## src/mbdc_pkg.sv

```systemverilog
// Constants and carrier types of the serial function handler with counters
package mbdc_pkg;

	// Function and subfunction codes
	localparam logic [7:0] FC_SCATTER = 8'h64;
	localparam logic [7:0] SUB_SCATTER = 8'h04;
	localparam logic [7:0] FC_WR_ONE = 8'h06;
	localparam logic [7:0] FC_WR_MULTI = 8'h10;
	localparam logic [7:0] FC_DATETIME = 8'h2B;
	localparam logic [7:0] SUB_SET_DT = 8'h10;
	localparam logic [7:0] FC_DIAG = 8'h08;
	localparam logic [7:0] FC_EVT_CNT = 8'h0B;
	localparam logic [15:0] DSUB_CLEAR = 16'h000A;
	localparam logic [15:0] DSUB_FIRST = 16'h000B;
	localparam logic [15:0] DSUB_LAST = 16'h0012;

	// Exception replies and broadcast address
	localparam logic [7:0] EXC_FLAG = 8'h80;
	localparam logic [7:0] EXC_ILL_FUNC = 8'h01;
	localparam logic [7:0] EXC_ILL_VAL = 8'h03;
	localparam logic [7:0] EXC_BUSY = 8'h06;
	localparam logic [7:0] EXC_NAK = 8'h07;
	localparam logic [7:0] BCAST_ADDR = 8'h00;

	// Frame limits and byte positions
	localparam int SCAT_MAX_REGS = 100;
	localparam int WR_MAX_REGS = 123;
	localparam logic [7:0] SCAT_MAX_BC = 8'(2 * SCAT_MAX_REGS + 2);
	localparam logic [7:0] SCAT_MIN_BC = 8'h04;
	localparam logic [15:0] WR_MAX_QTY = 16'(WR_MAX_REGS);
	localparam int HDR_BYTES = 7;
	localparam logic [8:0] FRAME_MAX = 9'h100;
	localparam logic [8:0] FRAME_MIN = 9'h004;
	localparam logic [8:0] LEN_FIXED = 9'h008;
	localparam logic [8:0] LEN_EVT = 9'h004;
	localparam logic [8:0] LEN_DT_MIN = 9'h006;
	localparam logic [8:0] SCAT_OVH = 9'h005;
	localparam logic [8:0] WM_OVH = 9'h009;
	localparam logic [7:0] SCAT_DATA_POS = 8'h05;
	localparam logic [7:0] WM_DATA_POS = 8'h07;
	localparam logic [7:0] DT_DATA_POS = 8'h03;
	localparam logic [7:0] TXN_POS = 8'h04;
	localparam logic [7:0] CNT_POS = 8'h04;
	localparam logic [7:0] EVT_POS = 8'h02;
	localparam logic [7:0] EXC_POS = 8'h01;
	localparam logic [7:0] ECHO_LEN = 8'h06;
	localparam logic [7:0] EXC_LEN = 8'h03;
	localparam logic [15:0] EVT_STATUS = 16'h0000;

	// CRC16 of the serial line
	localparam logic [15:0] CRC_INIT = 16'hFFFF;
	localparam logic [15:0] CRC_POLY = 16'hA001;

	// Counters, in subfunction order; the event counter is last
	localparam int NUM_CNT = 9;
	localparam int CI_BUS_MSG = 0;
	localparam int CI_COMM_ERR = 1;
	localparam int CI_EXC = 2;
	localparam int CI_SLV_MSG = 3;
	localparam int CI_NO_RESP = 4;
	localparam int CI_NAK = 5;
	localparam int CI_BUSY = 6;
	localparam int CI_OVERRUN = 7;
	localparam int CI_EVENT = 8;
	localparam logic [15:0] CNT_RESET = 16'h0000;

	typedef struct packed {
		logic valid;
		logic [7:0] data;
	} mbdc_rx_byte_t;

	typedef struct packed {
		logic we;
		logic [15:0] addr;
		logic [15:0] wdata;
	} mbdc_hr_req_t;

	typedef struct packed {
		logic ack;
		logic [7:0] status;
		logic [15:0] rdata;
	} mbdc_hr_rsp_t;

	typedef struct packed {
		logic valid;
		logic last;
		logic [7:0] data;
	} mbdc_dt_t;

endpackage : mbdc_pkg

```

## src/mbdc_frame_ram.sv

```systemverilog
// Frame buffer: one write port, registered read port
`timescale 1ns/1ps
module mbdc_frame_ram #(
	parameter int DEPTH = 256,
	parameter int AW = 8
) (
	input logic clk,
	input logic we,
	input logic [AW-1:0] waddr,
	input logic [7:0] wdata,
	input logic [AW-1:0] raddr,
	output logic [7:0] rdata
);
	logic [7:0] mem [DEPTH];

	always_ff @(posedge clk) begin
		if (we) begin
			mem[waddr] <= wdata;
		end
	end

	always_ff @(posedge clk) begin
		rdata <= mem[raddr];
	end
endmodule : mbdc_frame_ram

```

## src/mbdc_func_handler.sv

```systemverilog
// Slave function handler with diagnostic and event counters
`timescale 1ns/1ps
module mbdc_func_handler
	import mbdc_pkg::*;
(
	input logic clk,
	input logic rst,
	input logic [7:0] my_addr,
	input logic cfg_changed,
	input mbdc_rx_byte_t rx_byte,
	input logic rx_end,
	input logic rx_char_err,
	input logic rx_overrun,
	output logic [7:0] tx_data,
	output logic tx_valid,
	input logic tx_ready,
	output logic hr_req_valid,
	output mbdc_hr_req_t hr_req,
	input mbdc_hr_rsp_t hr_rsp,
	output mbdc_dt_t dt_out
);
	typedef enum logic [3:0] {
		ST_RX, ST_DEC, ST_LD, ST_LDW, ST_ACT, ST_WAIT, ST_EXC,
		ST_POKE, ST_FIN, ST_TXR, ST_TXL, ST_TXW, ST_TXC
	} mbdc_state_t;

	function automatic logic [15:0] mbdc_crc_byte(input logic [15:0] c,
		input logic [7:0] b);
		logic [15:0] r;
		r = c ^ {8'h00, b};
		for (int i = 0; i < 8; i++) begin
			r = r[0] ? ((r >> 1) ^ CRC_POLY) : (r >> 1);
		end
		return r;
	endfunction : mbdc_crc_byte

	mbdc_state_t st_reg;
	logic [8:0] len_reg;
	logic ovf_reg, cerr_reg, orun_reg;
	logic [15:0] crc_reg, crcx_reg;
	logic [HDR_BYTES-1:0][7:0] hd_reg;
	logic [7:0] ptr_reg, end_reg, rlen_reg, pk_ptr_reg, exc_code_reg;
	logic half_reg, byte_mode_reg, loop_reg, exc_reg, cb_reg;
	logic [15:0] w_reg, ia_reg;
	logic [31:0] pk_reg;
	logic [2:0] pk_cnt_reg;
	logic [7:0] tx_data_reg;
	logic tx_valid_reg;
	logic [NUM_CNT-1:0][15:0] cnt_reg;
	logic [NUM_CNT-1:0] cnt_inc;
	logic [7:0] mem_rdata, mem_wdata, mem_waddr;
	logic mem_we;

	logic [7:0] fc, bc, wbc;
	logic [15:0] dsub, qty;
	logic [3:0] cidx;
	logic bcast, frame_seen, frame_ok, end_evt, clr_diag, clr_all;
	logic scat_ok, wm_ok;

	assign fc = hd_reg[1];
	assign bc = hd_reg[2];
	// Multiple write: byte count follows start address and quantity
	assign wbc = hd_reg[6];
	assign dsub = {hd_reg[2], hd_reg[3]};
	assign qty = {hd_reg[4], hd_reg[5]};
	assign cidx = 4'(dsub - DSUB_FIRST);
	assign bcast = hd_reg[0] == BCAST_ADDR;
	assign frame_seen = len_reg != 9'h000 || cerr_reg || orun_reg;
	assign frame_ok = !ovf_reg && !cerr_reg && !orun_reg
		&& len_reg >= FRAME_MIN && crc_reg == 16'h0000;
	assign end_evt = st_reg == ST_RX && rx_end && frame_seen;
	assign scat_ok = !bc[0] && bc >= SCAT_MIN_BC && bc <= SCAT_MAX_BC
		&& len_reg == {1'b0, bc} + SCAT_OVH;
	assign wm_ok = qty != 16'h0000 && qty <= WR_MAX_QTY
		&& {8'h00, wbc} == (qty << 1) && len_reg == {1'b0, wbc} + WM_OVH;
	assign clr_diag = st_reg == ST_DEC && fc == FC_DIAG && !bcast
		&& len_reg == LEN_FIXED && dsub == DSUB_CLEAR;
	assign clr_all = cfg_changed;

	// Counter events; messages being handled never overlap a new frame end
	always_comb begin
		cnt_inc = '0;
		cnt_inc[CI_BUS_MSG] = end_evt && frame_ok;
		cnt_inc[CI_COMM_ERR] = end_evt && !frame_ok;
		cnt_inc[CI_SLV_MSG] = end_evt && frame_ok
			&& (hd_reg[0] == my_addr || bcast);
		cnt_inc[CI_NO_RESP] = end_evt && frame_ok && bcast;
		cnt_inc[CI_OVERRUN] = end_evt && orun_reg;
		cnt_inc[CI_EXC] = st_reg == ST_EXC;
		cnt_inc[CI_NAK] = st_reg == ST_EXC && exc_code_reg == EXC_NAK;
		cnt_inc[CI_BUSY] = st_reg == ST_EXC && exc_code_reg == EXC_BUSY;
		cnt_inc[CI_EVENT] = st_reg == ST_FIN && !exc_reg && fc != FC_EVT_CNT;
	end

	// counters: an event in a clearing cycle still counts
	for (genvar g = 0; g < NUM_CNT; g++) begin : g_cnt
		always_ff @(posedge clk) begin
			if (rst) begin
				cnt_reg[g] <= CNT_RESET;
			end else if (clr_all || (clr_diag && g != CI_EVENT)) begin
				cnt_reg[g] <= CNT_RESET + {15'h0000, cnt_inc[g]};
			end else begin
				cnt_reg[g] <= cnt_reg[g] + {15'h0000, cnt_inc[g]};
			end
		end
	end

	// Buffer write: receive appends, later stages patch bytes in place
	always_comb begin
		mem_we = 1'b0;
		mem_waddr = len_reg[7:0];
		mem_wdata = rx_byte.data;
		if (st_reg == ST_RX) begin
			mem_we = rx_byte.valid && !rx_end && len_reg < FRAME_MAX;
		end else if (st_reg == ST_POKE) begin
			mem_we = 1'b1;
			mem_waddr = pk_ptr_reg;
			mem_wdata = pk_reg[31:24];
		end
	end

	mbdc_frame_ram #(.DEPTH(256), .AW(8)) u_ram (
		.clk(clk),
		.we(mem_we),
		.waddr(mem_waddr),
		.wdata(mem_wdata),
		.raddr(ptr_reg),
		.rdata(mem_rdata)
	);

	// Receive side: length, header copy, error flags and running CRC
	always_ff @(posedge clk) begin
		if (rst) begin
			len_reg <= 9'h000;
			ovf_reg <= 1'b0;
			cerr_reg <= 1'b0;
			orun_reg <= 1'b0;
			crc_reg <= CRC_INIT;
			hd_reg <= '0;
		end else if (st_reg == ST_RX) begin
			if (rx_end) begin
				if (!(frame_ok && (hd_reg[0] == my_addr || bcast))) begin
					len_reg <= 9'h000;
				end
				ovf_reg <= 1'b0;
				cerr_reg <= 1'b0;
				orun_reg <= 1'b0;
				crc_reg <= CRC_INIT;
			end else begin
				cerr_reg <= cerr_reg || rx_char_err;
				orun_reg <= orun_reg || rx_overrun;
				if (rx_byte.valid) begin
					if (len_reg < FRAME_MAX) begin
						len_reg <= len_reg + 9'h001;
						crc_reg <= mbdc_crc_byte(crc_reg, rx_byte.data);
						if (len_reg < 9'(HDR_BYTES)) begin
							hd_reg[len_reg[2:0]] <= rx_byte.data;
						end
					end else begin
						ovf_reg <= 1'b1;
					end
				end
			end
		end else if (st_reg == ST_FIN && bcast
			|| st_reg == ST_TXC && tx_ready && cb_reg) begin
			len_reg <= 9'h000;
		end
	end

	// Command sequencer
	always_ff @(posedge clk) begin
		if (rst) begin
			st_reg <= ST_RX;
			ptr_reg <= 8'h00;
			end_reg <= 8'h00;
			rlen_reg <= 8'h00;
			pk_ptr_reg <= 8'h00;
			pk_reg <= 32'h00000000;
			pk_cnt_reg <= 3'h0;
			exc_code_reg <= 8'h00;
			half_reg <= 1'b0;
			byte_mode_reg <= 1'b0;
			loop_reg <= 1'b0;
			exc_reg <= 1'b0;
			cb_reg <= 1'b0;
			w_reg <= 16'h0000;
			ia_reg <= 16'h0000;
			crcx_reg <= CRC_INIT;
			tx_data_reg <= 8'h00;
			tx_valid_reg <= 1'b0;
			hr_req_valid <= 1'b0;
			hr_req <= '0;
			dt_out <= '0;
		end else begin
			dt_out.valid <= 1'b0;
			dt_out.last <= 1'b0;
			case (st_reg)
			ST_RX: begin
				if (rx_end && frame_ok && (hd_reg[0] == my_addr || bcast)) begin
					st_reg <= ST_DEC;
				end
			end
			ST_DEC: begin
				exc_reg <= 1'b0;
				loop_reg <= 1'b0;
				half_reg <= 1'b0;
				byte_mode_reg <= 1'b0;
				rlen_reg <= ECHO_LEN;
				st_reg <= ST_EXC;
				exc_code_reg <= EXC_ILL_FUNC;
				case (fc)
				FC_SCATTER: begin
					if (!bcast && hd_reg[3] == SUB_SCATTER) begin
						if (!scat_ok) begin
							exc_code_reg <= EXC_ILL_VAL;
						end else begin
							// txn byte kept, values overwrite addresses
							ptr_reg <= SCAT_DATA_POS;
							end_reg <= bc + 8'h02;
							rlen_reg <= bc + 8'h03;
							st_reg <= ST_LD;
						end
					end
				end
				FC_WR_ONE: begin
					if (len_reg != LEN_FIXED) begin
						exc_code_reg <= EXC_ILL_VAL;
					end else begin
						ia_reg <= {hd_reg[2], hd_reg[3]};
						w_reg <= {hd_reg[4], hd_reg[5]};
						ptr_reg <= 8'h01;
						end_reg <= 8'h00;
						st_reg <= ST_ACT;
					end
				end
				FC_WR_MULTI: begin
					if (!wm_ok) begin
						exc_code_reg <= EXC_ILL_VAL;
					end else begin
						ia_reg <= {hd_reg[2], hd_reg[3]};
						ptr_reg <= WM_DATA_POS;
						end_reg <= wbc + 8'h06;
						st_reg <= ST_LD;
					end
				end
				FC_DATETIME: begin
					if (hd_reg[2] == SUB_SET_DT) begin
						if (len_reg < LEN_DT_MIN) begin
							exc_code_reg <= EXC_ILL_VAL;
						end else begin
							// stream the date and time bytes out
							byte_mode_reg <= 1'b1;
							ptr_reg <= DT_DATA_POS;
							end_reg <= len_reg[7:0] - 8'h03;
							rlen_reg <= len_reg[7:0] - 8'h02;
							st_reg <= ST_LD;
						end
					end
				end
				FC_DIAG: begin
					if (bcast) begin
						exc_code_reg <= EXC_ILL_FUNC;
					end else if (len_reg != LEN_FIXED) begin
						exc_code_reg <= EXC_ILL_VAL;
					end else if (dsub == DSUB_CLEAR) begin
						st_reg <= ST_FIN;
					end else if (dsub >= DSUB_FIRST && dsub <= DSUB_LAST) begin
						pk_reg <= {cnt_reg[cidx[2:0]], 16'h0000};
						pk_ptr_reg <= CNT_POS;
						pk_cnt_reg <= 3'h2;
						st_reg <= ST_POKE;
					end
				end
				FC_EVT_CNT: begin
					if (bcast) begin
						exc_code_reg <= EXC_ILL_FUNC;
					end else if (len_reg != LEN_EVT) begin
						exc_code_reg <= EXC_ILL_VAL;
					end else begin
						pk_reg <= {EVT_STATUS, cnt_reg[CI_EVENT]};
						pk_ptr_reg <= EVT_POS;
						pk_cnt_reg <= 3'h4;
						st_reg <= ST_POKE;
					end
				end
				default: begin
				end
				endcase
			end
			ST_LD: begin
				st_reg <= ST_LDW;
			end
			ST_LDW: begin
				w_reg <= {w_reg[7:0], mem_rdata};
				ptr_reg <= ptr_reg + 8'h01;
				half_reg <= !half_reg && !byte_mode_reg;
				st_reg <= (half_reg || byte_mode_reg) ? ST_ACT : ST_LD;
			end
			ST_ACT: begin
				if (byte_mode_reg) begin
					dt_out.valid <= 1'b1;
					dt_out.last <= ptr_reg > end_reg;
					dt_out.data <= w_reg[7:0];
					st_reg <= (ptr_reg > end_reg) ? ST_FIN : ST_LD;
				end else begin
					// write strobes, reads in request order
					hr_req_valid <= 1'b1;
					hr_req.we <= fc != FC_SCATTER;
					hr_req.addr <= (fc == FC_SCATTER) ? w_reg : ia_reg;
					hr_req.wdata <= w_reg;
					st_reg <= ST_WAIT;
				end
			end
			ST_WAIT: begin
				if (hr_rsp.ack) begin
					hr_req_valid <= 1'b0;
					if (hr_rsp.status != 8'h00) begin
						exc_code_reg <= hr_rsp.status;
						st_reg <= ST_EXC;
					end else if (fc == FC_SCATTER) begin
						// value replaces its address in the buffer
						pk_reg <= {hr_rsp.rdata, 16'h0000};
						pk_ptr_reg <= ptr_reg - 8'h02;
						pk_cnt_reg <= 3'h2;
						loop_reg <= 1'b1;
						st_reg <= ST_POKE;
					end else begin
						ia_reg <= ia_reg + 16'h0001;
						st_reg <= (ptr_reg > end_reg) ? ST_FIN : ST_LD;
					end
				end
			end
			ST_EXC: begin
				pk_reg <= {fc | EXC_FLAG, exc_code_reg, 16'h0000};
				pk_ptr_reg <= EXC_POS;
				pk_cnt_reg <= 3'h2;
				rlen_reg <= EXC_LEN;
				exc_reg <= 1'b1;
				loop_reg <= 1'b0;
				st_reg <= ST_POKE;
			end
			ST_POKE: begin
				pk_reg <= {pk_reg[23:0], 8'h00};
				pk_ptr_reg <= pk_ptr_reg + 8'h01;
				pk_cnt_reg <= pk_cnt_reg - 3'h1;
				if (pk_cnt_reg == 3'h1) begin
					st_reg <= (loop_reg && ptr_reg <= end_reg) ? ST_LD : ST_FIN;
				end
			end
			ST_FIN: begin
				crcx_reg <= CRC_INIT;
				ptr_reg <= 8'h00;
				st_reg <= bcast ? ST_RX : ST_TXR;
			end
			ST_TXR: begin
				st_reg <= ST_TXL;
			end
			ST_TXL: begin
				tx_data_reg <= mem_rdata;
				tx_valid_reg <= 1'b1;
				crcx_reg <= mbdc_crc_byte(crcx_reg, mem_rdata);
				st_reg <= ST_TXW;
			end
			ST_TXW: begin
				if (tx_ready) begin
					if (ptr_reg == rlen_reg - 8'h01) begin
						tx_data_reg <= crcx_reg[7:0];
						cb_reg <= 1'b0;
						st_reg <= ST_TXC;
					end else begin
						tx_valid_reg <= 1'b0;
						ptr_reg <= ptr_reg + 8'h01;
						st_reg <= ST_TXR;
					end
				end
			end
			ST_TXC: begin
				if (tx_ready) begin
					if (!cb_reg) begin
						tx_data_reg <= crcx_reg[15:8];
						cb_reg <= 1'b1;
					end else begin
						tx_valid_reg <= 1'b0;
						st_reg <= ST_RX;
					end
				end
			end
			default: begin
				st_reg <= ST_RX;
			end
			endcase
		end
	end

	assign tx_data = tx_data_reg;
	assign tx_valid = tx_valid_reg;
endmodule : mbdc_func_handler

```

## config.mk

```make
export PLATFORM = sky130hd
export DESIGN_NAME = mbdc_func_handler
export DESIGN_NICKNAME = d
export VERILOG_FILES = /design/src/mbdc_pkg.sv /design/src/mbdc_frame_ram.sv /design/src/mbdc_func_handler.sv
export SDC_FILE = /design/constraint.sdc
export NUM_CORES = 2
export LEC_CHECK = 0
export BUFFER_PORTS_ARGS = -buffer_cell sky130_fd_sc_hd__buf_2
export CAP_MARGIN = 20
export CORE_UTILIZATION = 50
export CTS_CLUSTER_DIAMETER = 200
export DETAILED_ROUTE_END_ITERATION = 16
export HOLD_SLACK_MARGIN = 0.1
export PLACE_DENSITY = 0.68
export SKIP_CTS_REPAIR_TIMING = 1
export SYNTH_ARGS = -nofsm -noshare
export SYNTH_HDL_FRONTEND = slang
export SYNTH_HIERARCHICAL = 1
export SYNTH_SLANG_ARGS = --single-unit
```

## constraint.sdc

```tcl
create_clock -name clk -period 6.1 [get_ports clk]
set_clock_uncertainty 0.2 [all_clocks]
set_input_delay 1.525 -clock clk [delete_from_list [all_inputs] [get_ports clk]]
set_output_delay 1.525 -clock clk [all_outputs]
set_load 0.02 [all_outputs]
```

==> impl_metrics.csv <==
group,metric,value,unit
die,rows,164,
critical_path,endpoint_kind,"register",
sta,tightest_slew,1.29,ns
synth,synth_compound_area_frac,0.0563,
die,io_pins,102,
placement,port-buffer-count,101,
drt,routedWlPerCell,28.6,um
synth,synthMuxAreaShare,0.129,
die,fp.dieArea,0.204,mm2
clock_tree,htreeDepth,4,
critical_path,startpoint_type,"register",
synth,syn_area,0.101,mm2
synth,synth.distinct_cells,93,
run_status,status,"completed",
critical_path,critical_path_class,"register to register",
synth,ys_seq_elements,2469,
drt,drt_first_iter_violations,8203,
power,switchingPower,7.02,mW
power,vdd_drop_max,304,uV
global_route,antenna_found_initial,11,
synth,synth_top_family_by_area,"multiplexers",
synth,synth_area_per_cell,15.9,um2
clock_tree,clkSinkCount,2469,
die,core_area,0.200,mm2
sta,rsz0062_at_grt,"no",
drt,drc_errors,0,
die,initial_utilization,0.505,
synth,synth_area_leaders,"edfxtp_1, mux4_2, dfxtp_1",
critical_path,cp.arrival,5.37,ns
sta,setup_viol,0,
synth,yosysSeqAreaShare,0.690,
power,power.leakage,34.9,nW
critical_path,cp_max_fo,21,
synth,yosys.cell_count.top_type,"edfxtp_1",
global_route,grt_max_degree,166,
sta,final.min_clock_period,5.05,ns
power,internal_power,27.0,mW
power,pwr-share-seq,0.538,
power,clkPwrFrac,0.442,
drt,vias_per_cell,6.34,
synth,synthAdderAreaFrac,0.00654,
drt,drtPass1Iterations,6,
power,total_power,34.0,mW
sta,max_freq,0.198,GHz
sta,finalHoldViolCount,0,
finish,area_growth,11.5,%
flow_run,max_cap_violations,0,
clock_tree,clk_latency,0.89,ns
drt,ant_nets,0,
power,swShare,0.207,
sta,timing.final.crit_share,0.828,
global_route,grt_usage,0.259,
sta,drv_slew,0,
power,powerDensity,301,mW/mm2
finish,final_util,0.564,
synth,synthCells,6353,
synth,synthXorXnorAreaFrac,0.0224,
finish,drive_above_1_share,0.184,
clock_tree,cts.clk_slew.worst_paths,0.06,ns
finish,finalNetCount,6564,
sta,slew_headroom,0.128,
global_route,grt_pass1_wl,391,mm
clock_tree,clock_tree.buffer_depth,3,
synth,yosys.area_share.simple,0.0716,
synth,syn_nets,6455,
global_route,grt_pass1_vias,57200,
synth,synth-edff-count,2048,
synth,synth_common_cells,"edfxtp_1, nor2_1, mux4_2",
clock_tree,cts-root-buf,"clkbuf_16",
synth,yosysTopAreaCell,"edfxtp_1",
drt,routed_wl,267,mm
clock_tree,cts_tree,"done",
placement,place_congestion,0.927,
drt,num_vias,59200,
die,die_h,452,um
synth,yosys.area.top_type_share,0.607,
synth,yosys_warnings,6,
placement,hpwl,171,mm
sta,fin_tns_setup,0,ns
synth,async_flop_share,0,
clock_tree,cts_buffers,238,
die,die_w,452,um
critical_path,worstPathRequired,6.42,ns
hold_path,hold_path_class,"register to register",
global_route,grt-ovfl-total,0,
power,pwr-share-comb,0.020,
synth,synthFlopType,"edfxtp_1",
finish,largest_reg_flops,2048,
==> critical path, cell delays in order, from the launching register on <==
cell	delay [ns]
dfxtp_1	0.31
buf_4	0.26
nand2b_1	0.53
nor2_4	0.16
o21ai_1	0.95
nor2b_1	0.61
nand3_1	0.67
buf_4	0.45
nor2_1	0.55
==> area by class of cell <==
cell class,count,area (um2)
clock inverter,175,1840
sequential,2469,69900
fill,15100,87500
multi-input combinational,3419,29100
tap,2656,3320
timing repair buffer,284,2340
clock buffer,278,6220
antenna,3,7.51
inverter,50,188
==> power by group through the flow <==
stage | logic, mW | registers [mW] | clock network, mW
2_1_floorplan | 0.352 | 18.7 | 0
3_3_place_gp | 0.672 | 18.6 | 0
3_5_place_dp | 0.681 | 18.6 | 0
4_1_cts | 0.682 | 18.3 | 15.2
5_1_grt | 0.726 | 18.3 | 15.8
6_report | 0.691 | 18.3 | 15.0
==> final timing paths <==
| path | start | endpoint | slack (ns) | cells after the start |
|---|---|---|---|---|
| worst max-delay path | st_reg[3] | u_ram/mem[10][5] | 1.05 | 8 |
| worst min-delay path | hr_req[14] | hr_req[14] | 0.25 | 2 |
| worst max register to register | st_reg[3] | u_ram/mem[10][5] | 1.05 | 8 |
| worst min register to register | hr_req[14] | hr_req[14] | 0.25 | 2 |
==> metal layers <==
metal / GRT usage / routed length (um) / vias to the layer above
met3: 0.0639 / 29600 / 538
met5: 0.00187 / 101 / -
met1: 0.369 / 107000 / 30200
met2: 0.390 / 121000 / 3350
met4: 0.0914 / 10300 / 10
li1: - / - / 25100
==> stage by stage <==
stage	hold slack, ns	worst slack, ns	area [um2]	cells
CTS	0.256	1.40	113000	9328
finish	0.253	1.05	113000	9334
detailed placement	0.244	0.947	105000	8875
global placement	0.239	1.06	105000	8871
floorplan	0.232	0.205	101000	6353
global route	0.268	1.14	113000	9332
==> kinds of logic after synthesis <==
| family | Yosys count |
|---|---|
| AOI/OAI and AO/OA | 814 |
| muxes | 699 |
| buffers and inverters | 465 |
| xor gates and xnor gates | 257 |
| and+or+nand+nor | 1596 |
| adders and majority gates | 53 |
| DFF | 2469 |
==> placed cells by master (no fill, tap or decap), types with 29 or more instances in the layout <==
cell type,netlist,final
nand2_1,349,341
ha_1,53,53
clkbuf_16,0,241
buf_4,28,145
inv_1,49,49
nor2_1,687,681
buf_12,8,32
nand4_1,47,47
clkinv_2,0,61
o21ai_0,82,80
bufinv_16,0,29
o22ai_1,65,65
mux4_2,488,488
o221ai_1,48,48
xor2_1,118,117
nor4_1,43,40
nor2b_1,48,45
edfxtp_1,2048,2048
a22oi_1,145,145
nor3_1,81,79
clkinv_1,1,39
and3_1,50,50
buf_2,52,100
xnor2_1,138,138
clkbuf_1,251,32
nand3_1,164,164
dfxtp_1,421,414
a211oi_1,56,56
mux2i_1,210,210
a21oi_1,210,210
Note: power is estimated with default switching activity, not from simulation.
